--- src/design/ptg_defs.vh ---
// constants for the upper-address general-purpose port
// Behaviour
// - modes one to four drive upper address
// - mode five: direction one address, zero input
// - modes six, seven: direction selects output/input
// - modes one to four: direction fixed ones
// - modes five to seven: direction writable, reads ones
// - hw standby loads direction by mode; reset loads zeros
// - software standby keeps output pins driven
// - general output drives latch bit
// - data read: latch if output, else pin
// - reset/hw standby clears output latch
// - pull-up on: control one, direction zero
// - pull-ups off in modes 1-4, reset, hw standby
// - pull-up control register clears on reset
// - one direction bit per pin
`ifndef PTG_DEFS_VH
`define PTG_DEFS_VH
`define PTG_ADDR_W 20
`define PTG_OFS_DIR 20'hEE001
`define PTG_OFS_DATA 20'hFFFD1
`define PTG_OFS_PULL 20'hEE03C
`define PTG_DIR_RST_EXP 8'hFF
`define PTG_DIR_RST_GEN 8'h00
`define PTG_DATA_RST 8'h00
`define PTG_PULL_RST 8'h00
`define PTG_DIR_READ 8'hFF
`define PTG_UNMAPPED_READ 8'h00
`define PTG_OUT_RST 8'h00
`define PTG_MODE_W 3
`endif

--- src/design/ptg_port.v ---
// upper-address / general-purpose port with direction, latch and pull-ups
`timescale 1ns/100ps
`default_nettype none
`include "ptg_defs.vh"
module ptg_port
(
    input wire sys_clk,
    input wire rst_b,
    input wire [`PTG_MODE_W-1:0] op_mode,
    input wire hw_standby,
    input wire sw_standby,
    input wire [`PTG_ADDR_W-1:0] reg_addr,
    input wire [7:0] reg_wdata,
    input wire reg_wr,
    input wire reg_rd,
    output reg [7:0] reg_rdata,
    input wire [7:0] upper_address,
    input wire [7:0] pin_in,
    output reg [7:0] pin_out,
    output reg [7:0] pin_oe,
    output reg [7:0] pullup_on
);

// mode class decoding used in several places
function is_expanded;
    input [`PTG_MODE_W-1:0] m;
    begin
        is_expanded = (m >= 3'h1) && (m <= 3'h4);
    end
endfunction

function is_mode5;
    input [`PTG_MODE_W-1:0] m;
    begin
        is_mode5 = (m == 3'h5);
    end
endfunction

// register address match
function reg_hit;
    input [`PTG_ADDR_W-1:0] a;
    input [`PTG_ADDR_W-1:0] ofs;
    begin
        reg_hit = (a == ofs);
    end
endfunction

// direction value loaded on initialisation
function [7:0] dir_init;
    input exp;
    begin
        if (exp)
        begin
            dir_init = `PTG_DIR_RST_EXP;
        end
        else
        begin
            dir_init = `PTG_DIR_RST_GEN;
        end
    end
endfunction

reg [7:0] pin_direction_select_r;
reg [7:0] output_data_latch_r;
reg [7:0] pullup_enable_select_r;
reg [7:0] pin_meta_r;
reg [7:0] pin_sync_r;
reg hw_meta_r;
reg hw_sync_r;
reg sw_meta_r;
reg sw_sync_r;
reg [`PTG_MODE_W-1:0] mode_meta_r;
reg [`PTG_MODE_W-1:0] mode_sync_r;
reg [7:0] reg_rdata_nxt;
wire [7:0] pin_out_nxt;
wire [7:0] pin_oe_nxt;
wire [7:0] pullup_on_nxt;
wire [7:0] data_read_val;
wire expanded;
wire mode5;
wire gen_io;
wire hit_dir;
wire hit_data;
wire hit_pull;
wire dir_we;
wire data_we;
wire pull_we;
genvar gi;

assign expanded = is_expanded(mode_sync_r);
assign mode5 = is_mode5(mode_sync_r);
assign gen_io = !expanded && !mode5;
assign hit_dir = reg_hit(reg_addr, `PTG_OFS_DIR);
assign hit_data = reg_hit(reg_addr, `PTG_OFS_DATA);
assign hit_pull = reg_hit(reg_addr, `PTG_OFS_PULL);

// write enables, all blocked in hardware standby
assign dir_we = reg_wr && hit_dir && !expanded && !hw_sync_r;
assign data_we = reg_wr && hit_data && !hw_sync_r;
assign pull_we = reg_wr && hit_pull && !hw_sync_r;

// pin synchroniser
always @(posedge sys_clk or negedge rst_b)
begin
    if (!rst_b)
    begin
        pin_meta_r <= 8'h00;
        pin_sync_r <= 8'h00;
    end
    else
    begin
        pin_meta_r <= pin_in;
        pin_sync_r <= pin_meta_r;
    end
end

// hardware standby synchroniser
always @(posedge sys_clk or negedge rst_b)
begin
    if (!rst_b)
    begin
        hw_meta_r <= 1'b0;
        hw_sync_r <= 1'b0;
    end
    else
    begin
        hw_meta_r <= hw_standby;
        hw_sync_r <= hw_meta_r;
    end
end

// software standby synchroniser
always @(posedge sys_clk or negedge rst_b)
begin
    if (!rst_b)
    begin
        sw_meta_r <= 1'b0;
        sw_sync_r <= 1'b0;
    end
    else
    begin
        sw_meta_r <= sw_standby;
        sw_sync_r <= sw_meta_r;
    end
end

// operating mode synchroniser
always @(posedge sys_clk or negedge rst_b)
begin
    if (!rst_b)
    begin
        mode_meta_r <= 3'h0;
        mode_sync_r <= 3'h0;
    end
    else
    begin
        mode_meta_r <= op_mode;
        mode_sync_r <= mode_meta_r;
    end
end

// direction register
always @(posedge sys_clk or negedge rst_b)
begin
    if (!rst_b)
    begin
        pin_direction_select_r <= `PTG_DIR_RST_GEN;
    end
    else if (hw_sync_r)
    begin
        // hardware standby reinitialises; software standby retains
        pin_direction_select_r <= dir_init(expanded);
    end
    else if (expanded)
    begin
        pin_direction_select_r <= `PTG_DIR_RST_EXP;
    end
    else if (dir_we)
    begin
        pin_direction_select_r <= reg_wdata;
    end
end

// output data latch
always @(posedge sys_clk or negedge rst_b)
begin
    if (!rst_b)
    begin
        output_data_latch_r <= `PTG_DATA_RST;
    end
    else if (hw_sync_r)
    begin
        output_data_latch_r <= `PTG_DATA_RST;
    end
    else if (data_we)
    begin
        output_data_latch_r <= reg_wdata;
    end
end

// pull-up control register
always @(posedge sys_clk or negedge rst_b)
begin
    if (!rst_b)
    begin
        pullup_enable_select_r <= `PTG_PULL_RST;
    end
    else if (hw_sync_r)
    begin
        pullup_enable_select_r <= `PTG_PULL_RST;
    end
    else if (pull_we)
    begin
        pullup_enable_select_r <= reg_wdata;
    end
end

// data read view per pin
generate
    for (gi = 0; gi < 8; gi = gi + 1)
    begin : g_rd
        assign data_read_val[gi] = pin_direction_select_r[gi] ? output_data_latch_r[gi] : pin_sync_r[gi];
    end
endgenerate

// read data, one cycle after the strobe, zero otherwise
always @*
begin
    reg_rdata_nxt = 8'h00;
    if (reg_rd)
    begin
        if (hit_dir)
        begin
            reg_rdata_nxt = `PTG_DIR_READ;
        end
        else if (hit_data)
        begin
            reg_rdata_nxt = data_read_val;
        end
        else if (hit_pull)
        begin
            reg_rdata_nxt = pullup_enable_select_r;
        end
        else
        begin
            reg_rdata_nxt = `PTG_UNMAPPED_READ;
        end
    end
end

// per-pin drive and pull-ups
generate
    for (gi = 0; gi < 8; gi = gi + 1)
    begin : g_pin
        reg out_bit;
        reg oe_bit;
        reg pu_bit;
        always @*
        begin
            out_bit = 1'b0;
            oe_bit = 1'b0;
            pu_bit = 1'b0;
            if (hw_sync_r)
            begin
                oe_bit = 1'b0;
                pu_bit = 1'b0;
            end
            else if (expanded)
            begin
                out_bit = upper_address[gi];
                oe_bit = 1'b1;
            end
            else if (mode5)
            begin
                out_bit = upper_address[gi];
                oe_bit = pin_direction_select_r[gi];
                pu_bit = pullup_enable_select_r[gi] & ~pin_direction_select_r[gi];
            end
            else if (gen_io && sw_sync_r)
            begin
                out_bit = output_data_latch_r[gi];
                oe_bit = pin_direction_select_r[gi];
                pu_bit = pullup_enable_select_r[gi] & ~pin_direction_select_r[gi];
            end
            else
            begin
                out_bit = output_data_latch_r[gi];
                oe_bit = pin_direction_select_r[gi];
                pu_bit = pullup_enable_select_r[gi] & ~pin_direction_select_r[gi];
            end
        end
        assign pin_out_nxt[gi] = out_bit;
        assign pin_oe_nxt[gi] = oe_bit;
        assign pullup_on_nxt[gi] = pu_bit;
    end
endgenerate

// read data register
always @(posedge sys_clk or negedge rst_b)
begin
    if (!rst_b)
    begin
        reg_rdata <= `PTG_OUT_RST;
    end
    else
    begin
        reg_rdata <= reg_rdata_nxt;
    end
end

// pin drive value register
always @(posedge sys_clk or negedge rst_b)
begin
    if (!rst_b)
    begin
        pin_out <= `PTG_OUT_RST;
    end
    else
    begin
        pin_out <= pin_out_nxt;
    end
end

// pin drive enable register
always @(posedge sys_clk or negedge rst_b)
begin
    if (!rst_b)
    begin
        pin_oe <= `PTG_OUT_RST;
    end
    else
    begin
        pin_oe <= pin_oe_nxt;
    end
end

// pull-up enable register
always @(posedge sys_clk or negedge rst_b)
begin
    if (!rst_b)
    begin
        pullup_on <= `PTG_OUT_RST;
    end
    else
    begin
        pullup_on <= pullup_on_nxt;
    end
end

endmodule // ptg_port
`default_nettype wire

--- config.mk ---
export PLATFORM = sky130hd
export DESIGN_NAME = ptg_port
export DESIGN_NICKNAME = d
export VERILOG_FILES = /design/src/design/ptg_port.v
export VERILOG_INCLUDE_DIRS = /design/src /design/src/design
export SDC_FILE = /design/constraint.sdc
export NUM_CORES = 1
export LEC_CHECK = 0
export ABC_AREA = 1
export ABC_CLOCK_PERIOD_IN_PS = 2170
export BUFFER_PORTS_ARGS = -buffer_cell sky130_fd_sc_hd__buf_2
export CORE_UTILIZATION = 40
export CTS_CLUSTER_DIAMETER = 120
export DETAILED_ROUTE_END_ITERATION = 7
export SYNTH_ARGS = -nofsm -noshare
export SYNTH_HDL_FRONTEND = slang
export SYNTH_SLANG_ARGS = --single-unit
--- constraint.sdc ---
create_clock -name sys_clk -period 2.17 [get_ports sys_clk]
set_input_delay 0.5425 -clock sys_clk [delete_from_list [all_inputs] [get_ports sys_clk]]
set_output_delay 0.5425 -clock sys_clk [all_outputs]
set_load 0.005 [all_outputs]
==> results of run 1 <==
-- where the power goes --
group / switching, mW / internal [mW] / total [mW]
combinational: 0.184 / 0.108 / 0.292
clock: 0.550 / 0.536 / 1.09
sequential: 0.0333 / 1.56 / 1.59
-- worst max-delay path, delay by kind of cell (launching register included) --
| family | cells | cell delay (ns) |
|---|---|---|
| AOI/OAI and AO/OA | 3 | 1.09 |
| and+or+nand+nor | 1 | 0.08 |
| DFF | 1 | 0.42 |
-- metal layers --
layer,track usage,up-vias,part of all wire
met2,0.269,84,0.44
met1,0.247,1205,0.47
li1,-,1337,-
met3,0.0477,15,0.063
met5,0,-,0
met4,0.0846,0,0.023
-- worst min path at each step --
stage / from / endpoint / cells after the start
2_1_floorplan: rst_b / hw_meta_r / 0
4_1_cts: rst_b / reg_rdata[0] / 1
6_report: rst_b / reg_rdata[2] / 1
3_5_place_dp: hw_meta_r / hw_sync_r / 0
5_1_grt: rst_b / reg_rdata[0] / 1
3_3_place_gp: pin_meta_r[5] / pin_sync_r[5] / 0
-- stage by stage --
step | instance area, um2 | util
2_1_floorplan | 3360 | -
3_3_place_gp | 3880 | 0.475
3_5_place_dp | 3880 | 0.475
4_1_cts | 4080 | 0.499
5_1_grt | 4080 | 0.499
6_report | 4080 | 0.499
-- cells by family (layout without fill, tap and decap cells) --
logic type / count (synthesis) / in the layout / synth area share
xor+xnor: 1 / 1 / 0.00484
buf+inv: 61 / 152 / 0.0785
simple gates: 185 / 185 / 0.256
flops: 80 / 80 / 0.595
compound gates: 41 / 41 / 0.0655
-- layout make-up --
type / instances / share of cell area
tap: 105 / 0.0322
multi-input combinational: 227 / 0.269
clock inverter: 6 / 0.0166
clock buffer: 10 / 0.0313
sequential: 80 / 0.491
timing repair buffer: 89 / 0.117
inverter: 47 / 0.0433
-- layout by cell type, fill, tap and decap left out, types with 2 or more instances in the layout --
| master | n |
|---|---|
| clkbuf_8 | 9 |
| o21ai_0 | 16 |
| buf_4 | 6 |
| dfrtp_1 | 80 |
| buf_2 | 82 |
| o21ai_2 | 4 |
| nand4_4 | 2 |
| nor2_2 | 5 |
| clkinvlp_4 | 2 |
| nor2_1 | 23 |
| nand3_1 | 36 |
| nand4_1 | 10 |
| o21ai_1 | 4 |
| nand2_1 | 99 |
| nor2_4 | 3 |
| inv_1 | 47 |
| a21oi_1 | 17 |
==> results.md, run 1 <==
- Antenna Cells: 0
- DR vias: 2,641
- Async SR Flop Fraction: 1.00
- Setup WS pre-CTS: 0.315 ns
- Worst setup margin: 0.506 ns
- Top cells by area, synth: dfrtp_1 (60%), nand2_1 (11%), nand3_1 (5.4%)
- Gr usage total: 0.181
- Synth cell types: 25
- Worst R2R End: pin_out[0]
- Final Max Slew Viols: 0
- Final min period: 1.66 ns
- Worst r2r src: mode_sync_r[2]
- Final Wtd Congestion: 0.773
- Critical path, cell by cell: nor3_1, a21oi_1, o21ai_0, a21oi_1
- Dpl cells: 548
- Unrepaired setup endpoints after global routing: false
- Fin nets: 507
- TritonCTS Buffers: 9
- #FFs+latches synth: 80
- Total wire length: 7.31 mm
- Syn Std Cell Area: 3360 um2
- Area of the die: 8780 um2
- Synthesis-to-layout area growth: 21.3%
- Final setup fails: 0
- Most numerous cell in the Yosys netlist: nand2_1
- Initial antenna violation count: 0
- # Post-CTS Setup Buffers: 0
- Layout Cells excl Fill: 564
- Io pins: 85
- Final period util: 0.767
- R2R cell count: 4
- Layout fillers: 837
- Main synth FF type: dfrtp_1
- Syn_nets: 421
- FMAX: 0.601 GHz
- Post-synthesis sequential area ratio: 0.595
- Die height: 93.7 um
- Aggregate negative setup slack: 0 ns
- Crit path top cell by count: a21oi_1
- Hold_ws: 0.175 ns
- Detailed Route Iter0 Violations: 191
- Largest net degree at the start of global routing: 45
- Largest area contributor in the netlist: dfrtp_1
- Max cap viols: 0
- PortBufs: 83
- Reg-to-reg slack, setup: 0.51 ns
- Wire length of the first global-routing pass: 11.9 mm
- CTS clk-pin slew, worst paths: 0.09 ns
- CTS Sinks: 80
- Post-synth EDFFs: 0
- Max incr delay on CP: 0.73 ns
- WP data required: 2.44 ns
- Mapped Avg Cell Area: 9.14 um2
- Crit path launch: mode_sync_r[2]
- DR WL/cell: 13.0 um
- Clock skew: 0.00990 ns
- Vias in the first global route: 2,469
- Mapped Cells: 368
- CTS Buffer Depth: 2
- Worst-Skew Late Latency: 0.35 ns
- Detailed-route DRC error count: 0
- Crit path max fanout: 16
- DIE WIDTH: 93.7 um
- Total Power: 2.97 mW
- Total grt overflow: 0
- Antenna-violating nets left: 0
- Yosys top cell area share: 0.595
- Yosys synthesis warning count: 0
- Most instantiated cells after synthesis: nand2_1 (99), dfrtp_1 (80), inv_1 (47), nand3_1 (36), nor2_1 (23)
- Resized Gates After CTS: 0
- Multi-input gate area: 1100 um2
- Normalized max-slew margin: 0.367
- DP Wirelength: 5.27 mm
- CP endpoint: pin_out[0]
- Pleak: 2.35 nW
- Layout cells sized above 1: 0.266
- CP max stage cell: a21oi_1
- Via density: 4.68
- Worst-Margin Slew: 0.950 ns
- WS Path Type: reg -> reg
- Critical path capture point type: flip-flop
- Row Count: 33
- Hold buffers post-CTS: 0
- Hold Crit Class: in -> async
- Core area: 8180 um2
- Worst EP arrival: 1.93 ns
- Status: finished clean
- Pwr dens: 729 nW/um2
- Final-report hold violation count: 0
- DRT Pass-1 Iters: 4
- TritonCTS clock tree: built
- Reg area: 2000 um2
- Root Driver: clkbuf_8
- Htree depth: 3
- Initial Util: 0.411
- VDD IR max: 481 uV
- CP startpoint kind: flip-flop
Note: power is estimated with default switching activity, not from simulation.
==> inputs of run 2 (changes only) <==
- ABC_CLOCK_PERIOD_IN_PS: 2170 -> 1500
- PLACE_DENSITY: not set -> 0.65
- clock period: 2.17 -> 1.5 ns (I/O delays scaled with it)
==> results.md, run 2 (same netlist as run 1, synthesis figures left out) <==
- Status: finished clean
- Final min period: 1.36 ns
- Dpl cells: 557
- Final-report hold violation count: 0
- Worst setup margin: 0.138 ns
- Layout Cells excl Fill: 574
- Wire length of the first global-routing pass: 11.5 mm
- Root Driver: clkbuf_8
- Final period util: 0.908
- GRT met2 Usage: 0.268
- Top Usage Layer GRT: met2
- CTS Sinks: 80
- Layout fillers: 768
- GR Util met1: 0.239
- Critical path capture point type: flip-flop
- Total grt overflow: 0
- Final core occ: 0.512
- Unrepaired setup endpoints after global routing: true
- Via density: 4.65
- Hold Crit Class: in -> reg
- Core area: 8180 um2
- Crit path max fanout: 24
- Final setup fails: 0
- Met3 usage: 0.0453
- Worst-Margin Slew: 0.572 ns
- TritonCTS Buffers: 9
- Gr usage total: 0.175
- Antenna Cells: 0
- Commonest non-fill, non-tap cell in the layout: nand2_1
- Final Max Slew Viols: 0
- Synthesis-to-layout area growth: 24.6%
- Reg-to-reg slack, setup: 0.14 ns
- Area of the die: 8780 um2
- TritonCTS clock tree: built
- CTS clk-pin slew, worst paths: 0.08 ns
- Normalized max-slew margin: 0.618
- WS Path Type: reg -> reg
- Most frequent cells in the layout: nand2_1 (99), buf_2 (82), dfrtp_1 (80)
- VDD IR max: 952 uV
- DR WL/cell: 12.6 um
- Pwr dens: 1060 nW/um2
- PortBufs: 83
- Worst EP arrival: 1.61 ns
- CTS Buffer Depth: 2
- Detailed Route Iter0 Violations: 140
- DP Wirelength: 5.40 mm
- Total wire length: 7.21 mm
- Max cap viols: 0
- Htree depth: 3
- Worst-Skew Late Latency: 0.35 ns
- Antenna-violating nets left: 0
- DR vias: 2,670
- Die height: 93.7 um
- Vias in the first global route: 2,454
- Detailed-route DRC error count: 0
- Initial antenna violation count: 0
- Row Count: 33
- # Post-CTS Setup Buffers: 0
- FMAX: 0.734 GHz
- Initial Util: 0.411
- DRT Pass-1 Iters: 4
- Largest net degree at the start of global routing: 34
- Final Wtd Congestion: 0.820
- WP data required: 1.74 ns
- Total Power: 4.46 mW
- Layout cells sized above 1: 0.286
- Io pins: 85
- Fin nets: 517
- Aggregate negative setup slack: 0 ns
- CP startpoint kind: flip-flop
- Pleak: 2.42 nW
- Clock skew: 0.00949 ns
- DIE WIDTH: 93.7 um
- Setup WS pre-CTS: -0.144 ns
==> run 2: cell count changes in the layout (fill, tap and decap cells not counted), sizes merged <==
cell,before,now
bufinv,1,2
dlygate4sd3,0,1
clkbuf,10,9
clkinv,2,3
buf,89,98
clkinvlp,2,1
==> run 2: path summary, 6_finish.rpt <==
path | startpoint | end | depth (start not counted)
worst max-delay path | mode_sync_r[1] | pin_direction_select_r[2] | 6
worst min-delay path | op_mode[1] | mode_meta_r[1] | 1
worst max register to register | mode_sync_r[1] | pin_direction_select_r[2] | 6
worst min register to register | pin_meta_r[5] | pin_sync_r[5] | 0
max in group asynchronous | rst_b | pin_direction_select_r[3] | 3
min in group asynchronous | rst_b | reg_rdata[2] | 2
==> run 2: timing repair <==
item                                   4_1_cts  5_1_grt
hold buffers                                 1        0
cloned                                       0        0
endpoints found under the hold margin        9        0
resized for setup                            1        3
setup endpoints to repair                    8        9
==> run 2: layout make-up <==
cell class / count / area (um2) / area share
sequential: 80 / 2000 / 0.478
multi-input combinational: 227 / 1100 / 0.263
timing repair buffer: 99 / 557 / 0.133
inverter: 47 / 176 / 0.0421
tap: 105 / 131 / 0.0314
clock buffer: 9 / 124 / 0.0296
clock inverter: 7 / 95.1 / 0.0227
==> run 2: where the power goes <==
group          switching (mW)  internal (mW)  total [mW]
sequential             0.0455           2.26        2.30
clock                   0.772          0.939        1.71
combinational           0.273          0.171       0.444
==> run 2: routing by layer <==
metal	part of all wire	wire length [um]	up-vias
li1	-	-	1351
met1	0.45	3270	1218
met2	0.46	3350	92
met3	0.069	496	9
met4	0.012	89	0
met5	0	0	-
==> run 2: worst max-delay path, stage by stage (launching register included) <==
cell and delay (ns):
dfrtp_1 0.42, nor2_2 0.15, xor2_2 0.20, buf_6 0.23, o21ai_0 0.12, nand2_1 0.08, nand2_1 0.05
==> run 2: stage by stage <==
step,hold slack [ns],cell area (um2)
floorplan,0.0794,3360
global placement,0.223,3950
detailed placement,0.223,3950
CTS,0.103,4180
global route,0.0954,4190
finish,0.119,4190
==> inputs of run 3 (changes only) <==
- CORE_UTILIZATION: 40 -> 47
- PLACE_DENSITY: 0.65 -> 0.75
- RECOVER_POWER: not set -> 100
==> results.md, run 3 (same netlist as run 1, synthesis figures left out) <==
- Status: finished clean
- DR WL/cell: 12.5 um
- Commonest non-fill, non-tap cell in the layout: nand2_1
- Largest net degree at the start of global routing: 66
- Initial Util: 0.489
- Area of the die: 7500 um2
- TritonCTS clock tree: built
- Io pins: 85
- DR vias: 2,681
- Synthesis-to-layout area growth: 22.1%
- Row Count: 30
- DRT Pass-1 Iters: 4
- Layout fillers: 624
- Htree depth: 3
- Hold EP: mode_meta_r[1]
- Detailed-route DRC error count: 0
- PortBufs: 83
- Critical path capture point type: flip-flop
- Layout Cells excl Fill: 563
- Crit path launch: mode_sync_r[1]
- Placed cell areas: 3920 um2
- Final setup fails: 0
- Vias in the first global route: 2,531
- Worst setup margin: 0.105 ns
- # Post-CTS Setup Buffers: 0
- Core area: 6870 um2
- Final min period: 1.40 ns
- Final Wtd Congestion: 0.869
- Finished Cell Area: 4100 um2
- Root Driver: clkbuf_8
- Total grt overflow: 0
- Multi-input gate area: 1080 um2
- Max cap viols: 0
- DP Wirelength: 5.14 mm
- WS Path Type: reg -> reg
- Detailed Route Iter0 Violations: 138
- DIE WIDTH: 86.6 um
- Final-report hold violation count: 0
- Via density: 4.76
- Fin nets: 515
- Layout cells sized above 1: 0.238
- R2R cell count: 6
- Reg area: 2000 um2
- Dpl cells: 546
- WP data required: 1.79 ns
- Initial antenna violation count: 0
- FMAX: 0.717 GHz
- VDD IR max: 575 uV
- Clock skew: 0.00771 ns
- Final period util: 0.930
- Most frequent cells in the layout: nand2_1 (99), dfrtp_1 (80), buf_2 (70)
- Hold Crit Class: in -> reg
- CTS clk-pin slew, worst paths: 0.08 ns
- CTS Sinks: 80
- Wire length of the first global-routing pass: 11.4 mm
- Gr usage total: 0.203
- Final Max Slew Viols: 0
- Total Power: 4.42 mW
- Worst-Margin Slew: 0.577 ns
- Hold_sp: op_mode[1]
- Die height: 86.6 um
- CP startpoint kind: flip-flop
- TritonCTS Buffers: 9
- Antenna Cells: 0
- Normalized max-slew margin: 0.615
- Total wire length: 7.06 mm
- WHS Path Cells: 1
- Pleak: 2.35 nW
- Antenna-violating nets left: 0
- Crit path max fanout: 5
- CTS Buffer Depth: 2
- Worst R2R End: pin_direction_select_r[1]
- Unrepaired setup endpoints after global routing: false
- Reg-to-reg slack, setup: 0.10 ns
- Worst EP arrival: 1.69 ns
- Pwr dens: 1080 nW/um2
- Worst-Skew Late Latency: 0.35 ns
- Worst r2r src: mode_sync_r[1]
- Setup WS pre-CTS: -0.155 ns
run 3: cell types whose count changed in the layout (fill, tap and decap cells not counted), moves of 3 or more:
cell and change:
clkbuf_1 +15, buf_2 -12, o21ai_0 +7, o21ai_2 -4, buf_4 -3, o21ai_1 -3
run 3: per-layer routing:
layer	up-vias	track usage	wire length, um
met5	-	0	0
met4	0	0.102	165
met3	17	0.0419	409
met2	93	0.330	3330
met1	1225	0.261	3160
li1	1346	-	-
run 3: worst max-delay path: stages (launching register included):
cell and delay (ns):
dfrtp_1 0.42, nor2_2 0.16, xor2_2 0.19, and2_2 0.24, buf_4 0.16, nand3_1 0.09, nand2_1 0.08
run 3: worst max path at each step:
stage	to	cells past startpoint
after floorplan	pullup_enable_select_r[1]	7
after global placement	pullup_enable_select_r[1]	7
after detailed placement	pin_out[4]	4
after CTS	pin_direction_select_r[1]	6
after global routing	pin_direction_select_r[1]	6
final	pin_direction_select_r[1]	6
run 3: power breakdown:
part	switching, mW	total (mW)	internal, mW
logic	0.268	0.427	0.160
registers	0.0489	2.30	2.26
clock network	0.754	1.69	0.938
run 3: area by class of cell:
| type | count | area share |
|---|---|---|
| flip-flops and latches | 80 | 0.488 |
| multi-input cells | 227 | 0.263 |
| repair buffers | 97 | 0.125 |
| inverters | 47 | 0.0430 |
| clock buffers | 11 | 0.0320 |
| well taps | 96 | 0.0293 |
| clock inverters | 5 | 0.0198 |
run 3: stage by stage:
stage / setup TNS, ns / hold WS [ns] / util
detailed placement: -2.41 / 0.246 / 0.571
floorplan: 0 / 0.0794 / -
global placement: -1.05 / 0.241 / 0.571
finish: 0 / 0.122 / 0.597
CTS: 0 / 0.109 / 0.604
global route: 0 / 0.109 / 0.597
run 3: what timing repair did:
item / 4_1_cts / 5_1_grt
cloned: 0 / 0
gates resized for setup: 1 / 2
hold buffers: 1 / 0
endpoints found under the setup margin: 8 / 5
endpoints found under the hold margin: 15 / 0
